$ cat config.mk
export PLATFORM = sky130hd
export DESIGN_NAME = tpg_top
export DESIGN_NICKNAME = d
export VERILOG_FILES = /design/src/include/tpg_pkg.sv /design/src/design/tpg_pwm.sv /design/src/design/tpg_top.sv
export VERILOG_INCLUDE_DIRS = /design/src /design/src/include
export SDC_FILE = /design/constraint.sdc
export NUM_CORES = 1
export LEC_CHECK = 0
export ABC_AREA = 1
export BUFFER_PORTS_ARGS = -buffer_cell sky130_fd_sc_hd__buf_2
export CORE_MARGIN = 3
export CORE_UTILIZATION = 25
export CTS_CLUSTER_SIZE = 24
export DETAILED_ROUTE_END_ITERATION = 16
export PLACE_DENSITY = 0.52
export SLEW_MARGIN = 20
export SYNTH_ARGS = -nofsm -noshare
export SYNTH_HDL_FRONTEND = slang
export SYNTH_HIERARCHICAL = 1
export SYNTH_SLANG_ARGS = --single-unit
$ cat constraint.sdc
create_clock -name i_clk -period 3.3 [get_ports i_clk]
set_input_delay 0.33 -clock i_clk [delete_from_list [all_inputs] [get_ports i_clk]]
set_output_delay 0.33 -clock i_clk [all_outputs]
set_load 0.02 [all_outputs]
$ cat src/include/tpg_consts.svh
// named offsets, field positions, reset values and counts of the timer/pulse generator
`ifndef TPG_CONSTS_SVH
`define TPG_CONSTS_SVH
`define TPG_MODE_ADDR      12'hF90
`define TPG_MODULO_HIGH_ADDR      12'hF94
`define TPG_MODULO_LOW_ADDR      12'hF95
`define TPG_MODE_RESET     8'h00
`define TPG_MODE_WMASK     8'hBB
`define TPG_BIT_MODE       3'h0
`define TPG_BIT_RUN        3'h1
`define TPG_BIT_RELOAD     3'h3
`define TPG_BIT_LEVEL      3'h4
`define TPG_BIT_SOURCE     3'h5
`define TPG_BIT_DRIVE      3'h7
`define TPG_MODULO_LOW_RMASK     8'hFC
`define TPG_CNT_CLEAR      8'h00
`define TPG_MASK_DIV256    8'hFF
`define TPG_MASK_DIV128    8'h7F
`define TPG_MASK_DIV64     8'h3F
`define TPG_MASK_DIV32     8'h1F
`define TPG_MASK_DIV16     8'h0F
`define TPG_BASIC_BITS     10
`define TPG_SECOND_BITS    15
`define TPG_LATCH_BITS     14
`define TPG_FINE_BITS      6
`endif

$ cat src/include/tpg_pkg.sv
// types shared by the timer/pulse generator modules
package tpg_pkg;
    // mode register layout, bit 7 down to bit 0
    typedef struct packed {
        logic drive;
        logic unused6;
        logic source;
        logic level;
        logic reload;
        logic zero2;
        logic run;
        logic mode;
    } tpg_mode_t;

    typedef enum logic {
        TPG_PWM   = 1'b0,
        TPG_TIMER = 1'b1
    } tpg_opmode_t;

    // timer run state, gray coded along stop -> arm -> run
    typedef enum logic [1:0] {
        TPG_ST_STOP = 2'b00,
        TPG_ST_ARM  = 2'b01,
        TPG_ST_RUN  = 2'b11
    } tpg_state_t;
endpackage : tpg_pkg

$ cat src/design/tpg_pwm.sv
// 14-bit pwm waveform engine with basic and secondary periods
`timescale 1ns/10ps
`include "tpg_consts.svh"
module tpg_pwm
    import tpg_pkg::*;
#(
    parameter int BASIC_BITS  = `TPG_BASIC_BITS,
    parameter int SECOND_BITS = `TPG_SECOND_BITS
)(
    input  wire logic                        i_clk,
    input  wire logic                        i_resetn,
    input  wire logic                        i_run,
    input  wire logic [`TPG_LATCH_BITS-1:0]  i_latch,
    output logic                             o_pwm_n,
    output logic                             o_basic_start,
    output logic                             o_second_end
);
    localparam int PB = SECOND_BITS - BASIC_BITS;

    logic [SECOND_BITS-1:0] cnt_ff;
    logic [BASIC_BITS-1:0]  phase;
    logic [PB-1:0]          period;
    logic [PB-1:0]          period_rev;
    logic [BASIC_BITS-1:0]  width;
    logic [BASIC_BITS-1:0]  extra;

    assign phase  = cnt_ff[BASIC_BITS-1:0];
    assign period = cnt_ff[SECOND_BITS-1:BASIC_BITS];

    genvar g;
    generate
        for (g = 0; g < PB; g++)
        begin : g_rev
            assign period_rev[g] = period[PB-1-g];
        end
    endgenerate

    // fine bits spread 4-clock steps (bit 0 adds 2 clocks) over the secondary period, so the filter sees
    // the basic period ripple only
    always_comb
    begin
        extra = '0;
        if (period_rev < i_latch[`TPG_FINE_BITS-1:1])
            extra = extra + BASIC_BITS'(4);
        if (i_latch[0] && (period == '0))
            extra = extra + BASIC_BITS'(2);
        width = {i_latch[`TPG_LATCH_BITS-1:`TPG_FINE_BITS], 2'b00} + extra;
    end

    always_ff @(posedge i_clk or negedge i_resetn)
    begin
        if (!i_resetn)
            cnt_ff <= '0;
        else if (!i_run)
            cnt_ff <= '0;
        else
            cnt_ff <= cnt_ff + SECOND_BITS'(1);
    end

    assign o_pwm_n       = !(i_run && (phase < width));  // see RULE_22
    assign o_basic_start = i_run && (phase == '0);
    assign o_second_end  = i_run && (&cnt_ff);           // see RULE_03
endmodule : tpg_pwm

$ cat src/design/tpg_top.sv
// timer/pulse generator: mode register, modulo registers, timer and pwm output pin
`timescale 1ns/10ps
`include "tpg_consts.svh"
// Operation
// RULE_01: timer mode is an 8-bit interval timer on five prescaled clocks, flagging each interval.
// RULE_02: pwm mode drives a 14-bit resolution pwm waveform onto the pulse pin.
// RULE_03: pwm mode raises the interrupt flag once every 2^15 oscillator clocks.
// RULE_04: without pulse output the pin is a one-bit output set by software.
// RULE_05: software disables the block before entering stop standby.
// RULE_06: one 8-bit mode register at F90H, written as a whole byte.
// RULE_07: reload enable at bit 3 is set or cleared alone by bit instructions.
// RULE_08: reload enable 0 blocks modulo transfer to the latch; 1 permits it.
// RULE_09: run enable at bit 1 low stops all operation; high enables it.
// RULE_10: reset clears the mode register: stopped, pwm, no reload, pin undriven.
// RULE_11: mode select bit 0 picks pwm at 0 and interval timer at 1.
// RULE_12: static level bit 4 sets the pin output latch: 0 low, 1 high.
// RULE_13: output source bit 5 routes static level at 0, waveform at 1.
// RULE_14: pin drive bit 7 floats the pin at 0, drives it at 1.
// RULE_15: in timer mode software keeps reload enable at 1.
// RULE_16: timer mode: low modulo picks prescaler, high modulo holds interval count.
// RULE_17: timer counting starts on the run enable rising edge.
// RULE_18: software sets source and drive bits for square wave output.
// RULE_19: software writes only one-hot prescaler codes in low modulo bits 2 to 6.
// RULE_20: software loads high modulo with 1 to 255; interval is prescale times N+1.
// RULE_21: reload fills latch top 8 bits from high modulo, low 6 from low modulo top.
// RULE_22: pwm is active low, width from latch, basic 2^10 and secondary 2^15 periods.
// RULE_23: mode bit 2 stays zero and bit 6 is unused.
// RULE_24: timer match clears the counter, toggles the square wave and sets the flag.
module tpg_top
    import tpg_pkg::*;
(
    input  wire logic        i_clk,
    input  wire logic        i_resetn,
    input  wire logic [11:0] i_addr,
    input  wire logic        i_wr,
    input  wire logic        i_rd,
    input  wire logic [7:0]  i_wdata,
    input  wire logic        i_bit_set,
    input  wire logic        i_bit_clr,
    input  wire logic [2:0]  i_bit_pos,
    input  wire logic        i_irq_clr,
    output logic [7:0]       o_rdata,
    output logic             o_irq_flag,
    output logic             o_pin_out,
    output logic             o_pin_oe_n
);
    // ------------------------------------------------------------------
    // register access
    // ------------------------------------------------------------------
    tpg_mode_t   mode_ff;
    logic [7:0]  modulo_high_ff;
    logic [7:0]  modulo_low_ff;
    logic [7:0]  rdata_ff;
    logic        hit_mode;
    logic        bit_reload;

    function automatic logic [7:0] bit_mask(input logic [2:0] pos);
        bit_mask = 8'h01 << pos;
    endfunction : bit_mask

    assign hit_mode   = (i_addr == `TPG_MODE_ADDR);
    assign bit_reload = hit_mode && (i_bit_pos == `TPG_BIT_RELOAD);

    always_ff @(posedge i_clk or negedge i_resetn)
    begin
        if (!i_resetn)
            mode_ff <= tpg_mode_t'(`TPG_MODE_RESET);                       // see RULE_10
        else if (hit_mode && i_wr)
            mode_ff <= tpg_mode_t'(i_wdata & `TPG_MODE_WMASK);             // see RULE_06 RULE_23
        else if (bit_reload && i_bit_set)
            mode_ff <= tpg_mode_t'(mode_ff | bit_mask(`TPG_BIT_RELOAD));   // see RULE_07
        else if (bit_reload && i_bit_clr)
            mode_ff <= tpg_mode_t'(mode_ff & ~bit_mask(`TPG_BIT_RELOAD));  // see RULE_07
    end

    always_ff @(posedge i_clk or negedge i_resetn)
    begin
        if (!i_resetn)
        begin
            modulo_high_ff <= 8'h00;
            modulo_low_ff <= 8'h00;
        end
        else if (i_wr)
        begin
            if (i_addr == `TPG_MODULO_HIGH_ADDR)
                modulo_high_ff <= i_wdata;
            if (i_addr == `TPG_MODULO_LOW_ADDR)
                modulo_low_ff <= i_wdata;
        end
    end

    // low two bits of the low modulo register have no storage meaning; read as zero
    always_ff @(posedge i_clk or negedge i_resetn)
    begin
        if (!i_resetn)
            rdata_ff <= 8'h00;
        else if (i_rd)
        begin
            case (i_addr)
                `TPG_MODE_ADDR: rdata_ff <= mode_ff;
                `TPG_MODULO_HIGH_ADDR: rdata_ff <= modulo_high_ff;
                `TPG_MODULO_LOW_ADDR: rdata_ff <= modulo_low_ff & `TPG_MODULO_LOW_RMASK;
                default:        rdata_ff <= 8'h00;
            endcase
        end
    end

    // ------------------------------------------------------------------
    // run control and modulo latch
    // ------------------------------------------------------------------
    tpg_state_t                  state_ff;
    logic [`TPG_LATCH_BITS-1:0]  latch_ff;
    logic                        run_q_ff;
    logic                        run_rise;
    logic                        pwm_n;
    logic                        basic_start;
    logic                        second_end;
    logic                        is_timer;

    assign is_timer = (mode_ff.mode == TPG_TIMER);                         // see RULE_11
    assign run_rise = mode_ff.run && !run_q_ff;

    always_ff @(posedge i_clk or negedge i_resetn)
    begin
        if (!i_resetn)
            run_q_ff <= 1'b0;
        else
            run_q_ff <= mode_ff.run;
    end

    always_ff @(posedge i_clk or negedge i_resetn)
    begin
        if (!i_resetn)
            state_ff <= TPG_ST_STOP;
        else
        begin
            case (state_ff)
                TPG_ST_STOP: if (run_rise) state_ff <= TPG_ST_ARM;         // see RULE_17
                TPG_ST_ARM:  state_ff <= mode_ff.run ? TPG_ST_RUN : TPG_ST_STOP;
                TPG_ST_RUN:  if (!mode_ff.run) state_ff <= TPG_ST_STOP;    // see RULE_09
                default:     state_ff <= TPG_ST_STOP;
            endcase
        end
    end

    // a running pwm takes new data only at a basic period start so no torn pulse appears
    always_ff @(posedge i_clk or negedge i_resetn)
    begin
        if (!i_resetn)
            latch_ff <= '0;
        else if (mode_ff.reload && (is_timer || basic_start || !mode_ff.run))  // see RULE_08
            latch_ff <= {modulo_high_ff, modulo_low_ff[7:2]};                           // see RULE_21
    end

    // ------------------------------------------------------------------
    // interval timer
    // ------------------------------------------------------------------
    logic [7:0]  pre_ff;
    logic [7:0]  cnt_ff;
    logic        sq_ff;
    logic [7:0]  pre_mask;
    logic        pre_tick;
    logic        match;
    logic        timer_on;

    function automatic logic [7:0] div_mask(input logic [7:0] sel);
        if (sel[2])
            div_mask = `TPG_MASK_DIV256;
        else if (sel[3])
            div_mask = `TPG_MASK_DIV128;
        else if (sel[4])
            div_mask = `TPG_MASK_DIV64;
        else if (sel[5])
            div_mask = `TPG_MASK_DIV32;
        else
            div_mask = `TPG_MASK_DIV16;
    endfunction : div_mask

    assign timer_on = is_timer && (state_ff == TPG_ST_RUN);
    assign pre_mask = div_mask(modulo_low_ff);                                   // see RULE_16
    assign pre_tick = timer_on && ((pre_ff & pre_mask) == pre_mask);       // see RULE_01
    assign match    = pre_tick && (cnt_ff == latch_ff[`TPG_LATCH_BITS-1:`TPG_FINE_BITS]);

    always_ff @(posedge i_clk or negedge i_resetn)
    begin
        if (!i_resetn)
            pre_ff <= `TPG_CNT_CLEAR;
        else if (!timer_on)
            pre_ff <= `TPG_CNT_CLEAR;                                      // see RULE_17
        else
            pre_ff <= pre_ff + 8'h01;
    end

    always_ff @(posedge i_clk or negedge i_resetn)
    begin
        if (!i_resetn)
            cnt_ff <= `TPG_CNT_CLEAR;
        else if (!timer_on || match)
            cnt_ff <= `TPG_CNT_CLEAR;                                      // see RULE_24
        else if (pre_tick)
            cnt_ff <= cnt_ff + 8'h01;
    end

    always_ff @(posedge i_clk or negedge i_resetn)
    begin
        if (!i_resetn)
            sq_ff <= 1'b0;
        else if (match)
            sq_ff <= !sq_ff;                                               // see RULE_24
    end

    // ------------------------------------------------------------------
    // pwm engine
    // ------------------------------------------------------------------
    tpg_pwm u_pwm (
        .i_clk         (i_clk),
        .i_resetn      (i_resetn),
        .i_run         (!is_timer && mode_ff.run),                         // see RULE_09
        .i_latch       (latch_ff),
        .o_pwm_n       (pwm_n),
        .o_basic_start (basic_start),
        .o_second_end  (second_end)
    );

    // ------------------------------------------------------------------
    // interrupt flag and pin
    // ------------------------------------------------------------------
    logic irq_ff;
    logic irq_set;
    logic pin_ff;
    logic oe_n_ff;
    logic wave;

    assign irq_set = match || second_end;                                  // see RULE_03
    assign wave    = is_timer ? sq_ff : pwm_n;                             // see RULE_02

    // a set arriving with a clear wins so no interval is lost
    always_ff @(posedge i_clk or negedge i_resetn)
    begin
        if (!i_resetn)
            irq_ff <= 1'b0;
        else if (irq_set)
            irq_ff <= 1'b1;                                                // see RULE_01
        else if (i_irq_clr)
            irq_ff <= 1'b0;
    end

    always_ff @(posedge i_clk or negedge i_resetn)
    begin
        if (!i_resetn)
        begin
            pin_ff  <= 1'b0;
            oe_n_ff <= 1'b1;                                               // see RULE_10
        end
        else
        begin
            pin_ff  <= mode_ff.source ? wave : mode_ff.level;              // see RULE_04 RULE_12 RULE_13
            oe_n_ff <= !mode_ff.drive;                                     // see RULE_14
        end
    end

    assign o_rdata    = rdata_ff;
    assign o_irq_flag = irq_ff;
    assign o_pin_out  = pin_ff;
    assign o_pin_oe_n = oe_n_ff;
endmodule : tpg_top

Yosys cells after proc, flatten, opt, wreduce, memory -nomap -nowiden --
Cells that the tools add are included. W data, S select, Z words.
Word-level totals: flip-flop bits (word level) 84, bits of input ports 30, output and inout port bits 11
Cells by class: add/sub/neg operators 5, $lt $le $gt $ge 2, equality and inequality tests 10, multiplexer cells 22, bitwise operators 1, reductions and logical operators 35
Operators with widths (count):
- $mux W8 | 6
- $eq A12 B12 Y1 const B | 3
- $pmux W8 S3 | 1
- $add A8 B1 Y8 const B | 2
- $eq A8 B8 Y1 | 2
- $add A15 B1 Y15 const B | 1
- $mux W15 | 1
- $reduce_and A15 Y1 | 1
- $logic_and A1 B1 Y1 | 14
- $add A10 B10 Y10 | 1
- $logic_not A10 Y1 | 1
- $lt A10 B10 Y1 | 1
- $mux W10 | 1
- $and A8 B8 Y8 | 1
- $logic_not A1 Y1 | 7
- $mux W7 | 1
- $mux W2 | 3
- $mux W6 | 1
- $pmux W2 S3 | 1
- $reduce_and A2 Y1 | 3
- $logic_not A5 Y1 | 1
- $lt A5 B5 Y1 | 1
- $mux W5 | 1
- $add A3 B2 Y4 const B | 1
- 11 further kinds | 19

Logic depth before layout (Yosys ltp) --
Gate-level depths: netlist of run 1.
depth in word-level cells 10, mapped depth 18, depth with buffers taken out 18

Modules after synthesis --
Netlist of run 1, hierarchy kept.
By module, submodules not included:
- tpg_top | instances 1, cells each 400, area each 3243.1 um2
- tpg_pwm | instances 1, cells each 180, area each 1276.2 um2

Worst setup path before layout of run 1 --
OpenSTA, ideal clock, no wires.
path type register to register, start point register u_pwm.cnt_ff[10], end point register pin_ff (netlist: o_pin_out), setup time 0.082 ns, arrival time 2.499 ns, path slack 0.719 ns, cell stages (with the launch flop) 18, clock period less this slack 2.581 ns, path through dfrtp_1 > ha_1 > a21oi_1 > o21ai_0 > nor2_1 > ha_1 > ha_1 > nand3_1 > nor2_1 > nand2_1 > xor2_1 > ha_1 > nand4_1 > nor2_1 > o21ai_0 > nand3_1 > nand2_1 > a31oi_1
Between the ends: word-level cells in the longest chain between the ends 10, elaborated cells between the ends (all ways) 12, classes of those cells add/sub (2); order compare (2); mux (4); reduce/logical (4)
RTL lines:
- start, declared | line tpg_pwm.sv:20 | logic [SECOND_BITS-1:0] cnt_ff;
- start signal, assigned | line tpg_pwm.sv:57 | cnt_ff <= cnt_ff + SECOND_BITS'(1);
- $lt A5 B5 Y1 | line tpg_pwm.sv:43 | if (period_rev < i_latch[`TPG_FINE_BITS-1:1])
- $mux W3 | line tpg_pwm.sv:43
- $add A3 B2 Y4 | line tpg_pwm.sv:46 | extra = extra + BASIC_BITS'(2);
- $mux W10 * | line tpg_pwm.sv:45 | if (i_latch[0] && (period == '0))
- $add A10 B10 Y10 * | line tpg_pwm.sv:47 | width = {i_latch[`TPG_LATCH_BITS-1:`TPG_FINE_BITS], 2'b00} + extra;
- $lt A10 B10 Y1 * | line tpg_pwm.sv:60 | assign o_pwm_n = !(i_run && (phase < width));
- $logic_and A1 B1 Y1 * | line tpg_pwm.sv:60
- $logic_not A1 Y1 * | line tpg_pwm.sv:60
- named net pwm_n | line tpg_top.sv:115 | logic pwm_n;
- $mux W1 * | line tpg_top.sv:235 | assign wave = is_timer ? sq_ff : pwm_n;
- $mux W1 * | line tpg_top.sv:257 | pin_ff <= mode_ff.source ? wave : mode_ff.level;
- end signal, assigned | line tpg_top.sv:257
- end, declared | line tpg_top.sv:230 | logic pin_ff;
Mark *: on every way through the listed nets, which the timed path passes. The rest lies on a longest branch. A chain may end at the register's enable or synchronous reset.

Worst setup path after layout of run 1 --
Ends and elaborated chain as after synthesis.

==> impl_metrics.toml, run 1 <==
[run_status]
status = "finished, final reports clean"

[sta]
slew_of_the_pin_with_the_lowest_slew_margin_ns = 0.926
rsz0062_at_grt = "false"
slew_headroom_pct = 38.3
skew_ns = 0.00648
report.final.slew_viol_count = 0
post-route-min-period_ns = 2.86
tns_ns = 0
final.period_utilization_pct = 86.7
hold_slack_ns = 0.247
final.setup.worst_slack_ns = 0.440
max_freq_ghz = 0.350
setup_viol = 0
final-hold-violation-count = 0

[layout]
layout.nets = 668
fillers = 1898
layout-area-overhead-vs-synth_pct = 16.7
fin_area_um2 = 5280
most_common_cell_after_layout_fill_and_taps_aside = "sky130_fd_sc_hd__nand2_1"
final_cell_mix = "sky130_fd_sc_hd__nand2_1, sky130_fd_sc_hd__nor2_1, sky130_fd_sc_hd__dfrtp_1"
finish.utilization_pct = 30.2
final-instance-count-excl-fill = 849
drive_gt1_share_pct = 13.0
insertedDiodeCount = 0

[detailed_routing]
drt-pass1-iter-count = 4
drcViolationCount = 0
drt_iter0_markers = 257
via_count = 3666
wire_length_per_cell_um = 12.7
antenna_violating_nets_post_route = 0
wl_um = 10800
drt-vias-per-instance = 4.32

[pwr]
ratio_of_total_power_to_cell_area_nw_per_um2 = 419
static_leakage_power_nw = 2.56
maximum_ir_drop_on_the_vdd_rail_v = 0.000238
total_power_mw = 2.21

[worst_setup_path]
timing.critical_path.buf_inv = 0
kind_of_cell_adding_the_most_delay_to_the_critical_path = "adder cells"
worstSetupEndpointType = "register"
worst-path-max-fanout = 6
crit_path_top_delay_cell = "sky130_fd_sc_hd__dfrtp_1"
crit_arrival_ns = 3.13
crit_chain = "ha_1, a21oi_1, o21ai_0, nor2_1, ha_1, ha_1, nand3_1, nor2_1, nand2_1, xor2_1, ha_1, nand4_1, nor2_1, o21ai_0, nand3_1, nand2_1, a31oi_1"
worst_path_largest_cell_delay_ns = 0.43
required_time_at_the_worst_slack_endpoint_ns = 3.57
path_class = "register to register"
critPathLaunchType = "register"
crit_path_frequent_cell = "sky130_fd_sc_hd__ha_1"

[global_routing]
number_of_global_route_vias_before_repair = 3575
grt.total_usage_pct = 11.8
antenna_found_initial = 0
grt_pass1_wl_um = 18600
grt_start_max_net_pins = 37
final_global_route_overflow_total = 0

[clock_tree]
tritoncts = "built"
clk_transition_reported_paths_ns = 0.06
cts_hold_buf = 1
source_to_sink_clock_delay_at_the_later_pin_of_the_worst_skew_pair_ns = 0.34
htree_levels = 3
clock_sinks = 80
clockRootBuffer = "sky130_fd_sc_hd__clkbuf_16"
postCtsResizedCells = 0
post-cts-setup-buffer-count = 0
largest_buffer_count_on_any_clock_path = 2
cts_inserted_buffers = 9

[worst_hold_path]
min-delay-path-class = "input port to register"

[floorplanning]
fp.coreArea_um2 = 17500
die-area_um2 = 19700
core.rowCount = 48
die_height_um = 140
fp.dieW_um = 140
initial_core_util_pct = 25.9
io-pin-count = 41

[synth]
netlist_area_before_placement_um2 = 4520
cells_after_synth = 580
postSynthNetCount = 628
synth.distinct_cells = 31
seq_area_frac_synth_pct = 44.3
ys_ff_latch = 80
syn-mean-instance-area_um2 = 7.79
yosysWarnings = 6

[place]
port_buffers = 40
detailedPlace.worstSlack_ns = 0.455
post-place-cells = 833
post_dp_cell_area_um2 = 4940
place.detailed.hpwl_um = 8060
gpl.final_weighted_congestion = 0.790

[run]
maxCapViolations = 0
[logic make-up after synthesis]
logic type | share of synthesized area (%)
compound gates | 8.03
xor+xnor | 4.84
fa+ha+maj | 4.98
buf+inv | 7.89
flops | 44.3
simple gates | 29.9
[metal layers]
metal	share of wire, %	global-route usage, %	vias to the layer above	routed length, µm
li1	-	-	1933	-
met1	50	16.4	1645	5350
met2	44	17.7	76	4720
met3	5.2	3.62	12	561
met4	1.2	3.11	0	124
met5	0	0	-	0
[flip-flops by register name, indices dropped and copies added, names as in the netlist]
register	flops
o_pin_out	1
run_q_ff	1
pre_ff	8
is_timer	1
modulo_high_ff	8
modulo_low_ff	6
sq_ff	1
state_ff	2
latch_ff	14
o_pin_oe_n	1
u_pwm/cnt_ff	15
mode_ff	5
cnt_ff	8
o_irq_flag	1
o_rdata	8
[cell type report]
cell class / instances / area [µm²] / area share [%]
well taps: 225 / 282 / 5.34
inverters: 71 / 267 / 5.05
clock inverters: 4 / 76.3 / 1.45
clock buffers: 11 / 253 / 4.79
multi-input cells: 414 / 2160 / 40.9
flip-flops and latches: 80 / 2000 / 38.0
repair buffers: 44 / 235 / 4.46
[worst min-delay path: stages]
cell and delay (ns):
sky130_fd_sc_hd__buf_2 0.10, sky130_fd_sc_hd__inv_1 0.06, sky130_fd_sc_hd__a21oi_1 0.06
[synthesized netlist by cell type (all sizes together)]
library cell	n	area (µm²)
nand2	146	561
nor2	90	395
dfrtp	79	1980
inv	71	267
o21ai	39	195
nand3	35	190
a21oi	25	125
nand4	24	156
ha	18	225
xor2	17	149
buf	11	75.1
xnor2	8	70.1
clkbuf	4	15.0
nor3	3	15.0
nand3b	2	15.0
nor4	2	12.5
o31ai	2	28.8
a31oi	1	6.26
dfstp	1	26.3
nor3b	1	7.51
o21a	1	7.51
[power by group]
part           leakage [nW]  total, mW  switching, mW  internal (mW)
Combinational          1.29      0.104         0.0690         0.0352
Sequential             1.11      0.992        0.00595          0.986
Clock                 0.158       1.11          0.412          0.702
Total                  2.56       2.21          0.487           1.72
[path summary, 6_finish.rpt]
kind	cells after the start	to	startpoint	slack (ns)
max in group asynchronous	3	o_pin_oe_n$_DFF_PN1_	i_resetn	2.01
worst min register to register	1	o_pin_oe_n$_DFF_PN1_	mode_ff[7]$_DFFE_PN0N_	0.42
worst max register to register	17	o_pin_out$_DFF_PN0_	u_pwm/cnt_ff[10]$_DFF_PN0_	0.44
worst min-delay path	3	modulo_low_ff[6]$_DFFE_PN0P_	i_wdata[6]	0.25
min in group asynchronous	2	u_pwm/cnt_ff[2]$_DFF_PN0_	i_resetn	0.49
worst max-delay path	17	o_pin_out$_DFF_PN0_	u_pwm/cnt_ff[10]$_DFF_PN0_	0.44
(Power assumes the default switching activity.)
==> run 2, diff against run 1 <==
--- a/config.mk
+++ b/config.mk
@@ -13,6 +13,7 @@
 export CTS_CLUSTER_SIZE = 24
 export DETAILED_ROUTE_END_ITERATION = 16
 export PLACE_DENSITY = 0.52
+export RECOVER_POWER = 50
 export SLEW_MARGIN = 20
 export SYNTH_ARGS = -nofsm -noshare
 export SYNTH_HDL_FRONTEND = slang
==> run 2 against run 1 <==
Against the previous run:
- the run now ends with max-capacitance violations, max-slew violations left
- clock skew about the same
- sequential power hardly changed
- clock-buffer cell count unchanged
- utilization shrank 0.18 points
- die area stayed put
- register-to-register slack barely moved
- critical endpoint unchanged
- highest routed layer unchanged
==> impl_metrics.toml, run 2 (synthesis gave the netlist of run 1 again) <==
[sta]
final-hold-violation-count = 0
max_freq_ghz = 0.350
slew_headroom_pct = -34.1
setup_viol = 0
rsz0062_at_grt = "false"
final.period_utilization_pct = 86.6
slew_of_the_pin_with_the_lowest_slew_margin_ns = 2.01
report.final.slew_viol_count = 37
skew_ns = 0.00643
tns_ns = 0
post-route-min-period_ns = 2.86

[worst_setup_path]
crit_path_top_delay_cell = "sky130_fd_sc_hd__dfrtp_1"
crit_path_frequent_cell = "sky130_fd_sc_hd__ha_1"
critPathLaunchType = "register"
worst-path-max-fanout = 4
worst_path_largest_cell_delay_ns = 0.41
worstSetupEndpointType = "register"
kind_of_cell_adding_the_most_delay_to_the_critical_path = "adder cells"
timing.critical_path.buf_inv = 0
required_time_at_the_worst_slack_endpoint_ns = 3.57
crit_arrival_ns = 3.13
r2r-start = "u_pwm/cnt_ff[12]$_DFF_PN0_"
setup.worst_path.start = "u_pwm/cnt_ff[12]$_DFF_PN0_"
crit_chain = "ha_1, a21oi_1, o21ai_0, nor2_1, ha_1, ha_1, nand3_1, nor2_1, nand2_1, xor2_1, ha_1, nand4_1, nor2_1, o21ai_0, nand3_1, nand2_1, a31oi_1"
path_class = "register to register"

[pwr]
static_leakage_power_nw = 2.50
maximum_ir_drop_on_the_vdd_rail_v = 0.000238
clock_power_share_pct = 50.4
share_comb_of_total_power_pct = 4.7
internal_power_mw = 1.72
ratio_of_total_power_to_cell_area_nw_per_um2 = 421
power.net_switching_mw = 0.486
power.sequential.fraction_pct = 44.9
swShare_pct = 22.0

[floorplanning]
die_height_um = 140
initial_core_util_pct = 25.9
die-area_um2 = 19700
fp.coreArea_um2 = 17500
io-pin-count = 41
core.rowCount = 48
fp.dieW_um = 140

[worst_hold_path]
hold_start = "i_wdata[6]"
min-delay-path-class = "input port to register"

[place]
place.detailed.hpwl_um = 8060
port_buffers = 40
post-place-cells = 833
gpl.final_weighted_congestion = 0.790

[layout]
final-instance-count-excl-fill = 849
final_cell_mix = "sky130_fd_sc_hd__nand2_1, sky130_fd_sc_hd__nor2_1, sky130_fd_sc_hd__dfrtp_1"
most_common_cell_after_layout_fill_and_taps_aside = "sky130_fd_sc_hd__nand2_1"
area_occupied_by_registers_um2 = 2000
fillers = 1908
top_register = "u_pwm/cnt_ff"
leading_registers_by_flop_count = "u_pwm/cnt_ff (15), latch_ff (14)"
area_of_the_multi_input_gates_um2 = 2150
drive_gt1_share_pct = 10.7
number_of_flip_flops_in_the_largest_register = 15
layout.nets = 668
insertedDiodeCount = 0
finish.utilization_pct = 30.0
layout-area-overhead-vs-synth_pct = 16.0

[detailed_routing]
via_count = 3687
drt-vias-per-instance = 4.34
drt-pass1-iter-count = 4
wire_length_per_cell_um = 12.7
drt_iter0_markers = 240
wl_um = 10800
drcViolationCount = 0
antenna_violating_nets_post_route = 0

[run]
maxCapViolations = 1

[global_routing]
grt_pass1_wl_um = 18600
grt_start_max_net_pins = 37
final_global_route_overflow_total = 0
antenna_found_initial = 0
number_of_global_route_vias_before_repair = 3575
grt.total_usage_pct = 11.8

[clock_tree]
clock_sinks = 80
htree_levels = 3
source_to_sink_clock_delay_at_the_later_pin_of_the_worst_skew_pair_ns = 0.34
tritoncts = "built"
clockRootBuffer = "sky130_fd_sc_hd__clkbuf_16"
clk_transition_reported_paths_ns = 0.06
largest_buffer_count_on_any_clock_path = 2
post-cts-setup-buffer-count = 0
cts_inserted_buffers = 9

[run_status]
violated_checks = "max-capacitance violations, max-slew violations"
status = "finished, violations left"
## run 2: cell types whose count changed in the layout (fill, tap and decap cells not counted)
cell                       change
sky130_fd_sc_hd__clkbuf_1     +13
sky130_fd_sc_hd__buf_2        -11
sky130_fd_sc_hd__buf_4         -4
sky130_fd_sc_hd__clkbuf_2      +2
sky130_fd_sc_hd__nand3_1       +1
sky130_fd_sc_hd__nand3_2       -1
## run 2: area by class of cell
type	instances	share of cell area [%]
multi-input cells	414	41.1
flip-flops and latches	80	38.2
well taps	225	5.37
inverters	71	5.08
clock buffers	11	4.82
repair buffers	44	3.98
clock inverters	4	1.46
## run 2: repair_timing
| item | CTS | global route |
|---|---|---|
| hold endpoints to repair | 34 | 0 |
| hold buffers | 1 | 0 |
| gates resized for setup | 0 | 0 |
## run 2: worst paths after layout
path                       slack, ns                      endpoint  cells past startpoint
max                             0.44           o_pin_out$_DFF_PN0_                     17
max reg2reg                     0.44           o_pin_out$_DFF_PN0_                     17
min in group asynchronous       1.10     u_pwm/cnt_ff[0]$_DFF_PN0_                      2
min reg2reg                     0.42          o_pin_oe_n$_DFF_PN1_                      1
min                             0.25  modulo_low_ff[6]$_DFFE_PN0P_                      3
max in group asynchronous       0.61        mode_ff[7]$_DFFE_PN0N_                      3
## run 2: stage by stage
stage               instance area [µm²]  setup WS [ns]  hold WS, ns  total power, mW
floorplan                          4520          0.719       0.0344             1.06
CTS                                5280          0.458        0.233             2.24
detailed placement                 4940          0.455        0.335             1.12
global route                       5240          0.129        0.266             2.30
global placement                   4940          0.546        0.324             1.11
finish                             5240          0.442        0.247             2.21
## run 2: worst min-delay path, stage by stage
cell and delay [ns]:
sky130_fd_sc_hd__buf_2 0.10, sky130_fd_sc_hd__inv_1 0.06, sky130_fd_sc_hd__a21oi_1 0.06
## run 2: power groups by stage
stage	Clock [mW]	Combinational [mW]	Sequential, mW
floorplan	0	0.0523	1.01
global placement	0	0.105	1.01
detailed placement	0	0.106	1.01
CTS	1.15	0.107	0.992
global route	1.19	0.122	0.992
finish	1.11	0.103	0.992
## run 2: layer usage
layer  part of all wire, %  track usage, %
met1                    51            16.4
met2                    44            17.7
met3                   4.5            3.62
met4                   1.2            3.11
met5                     0               0
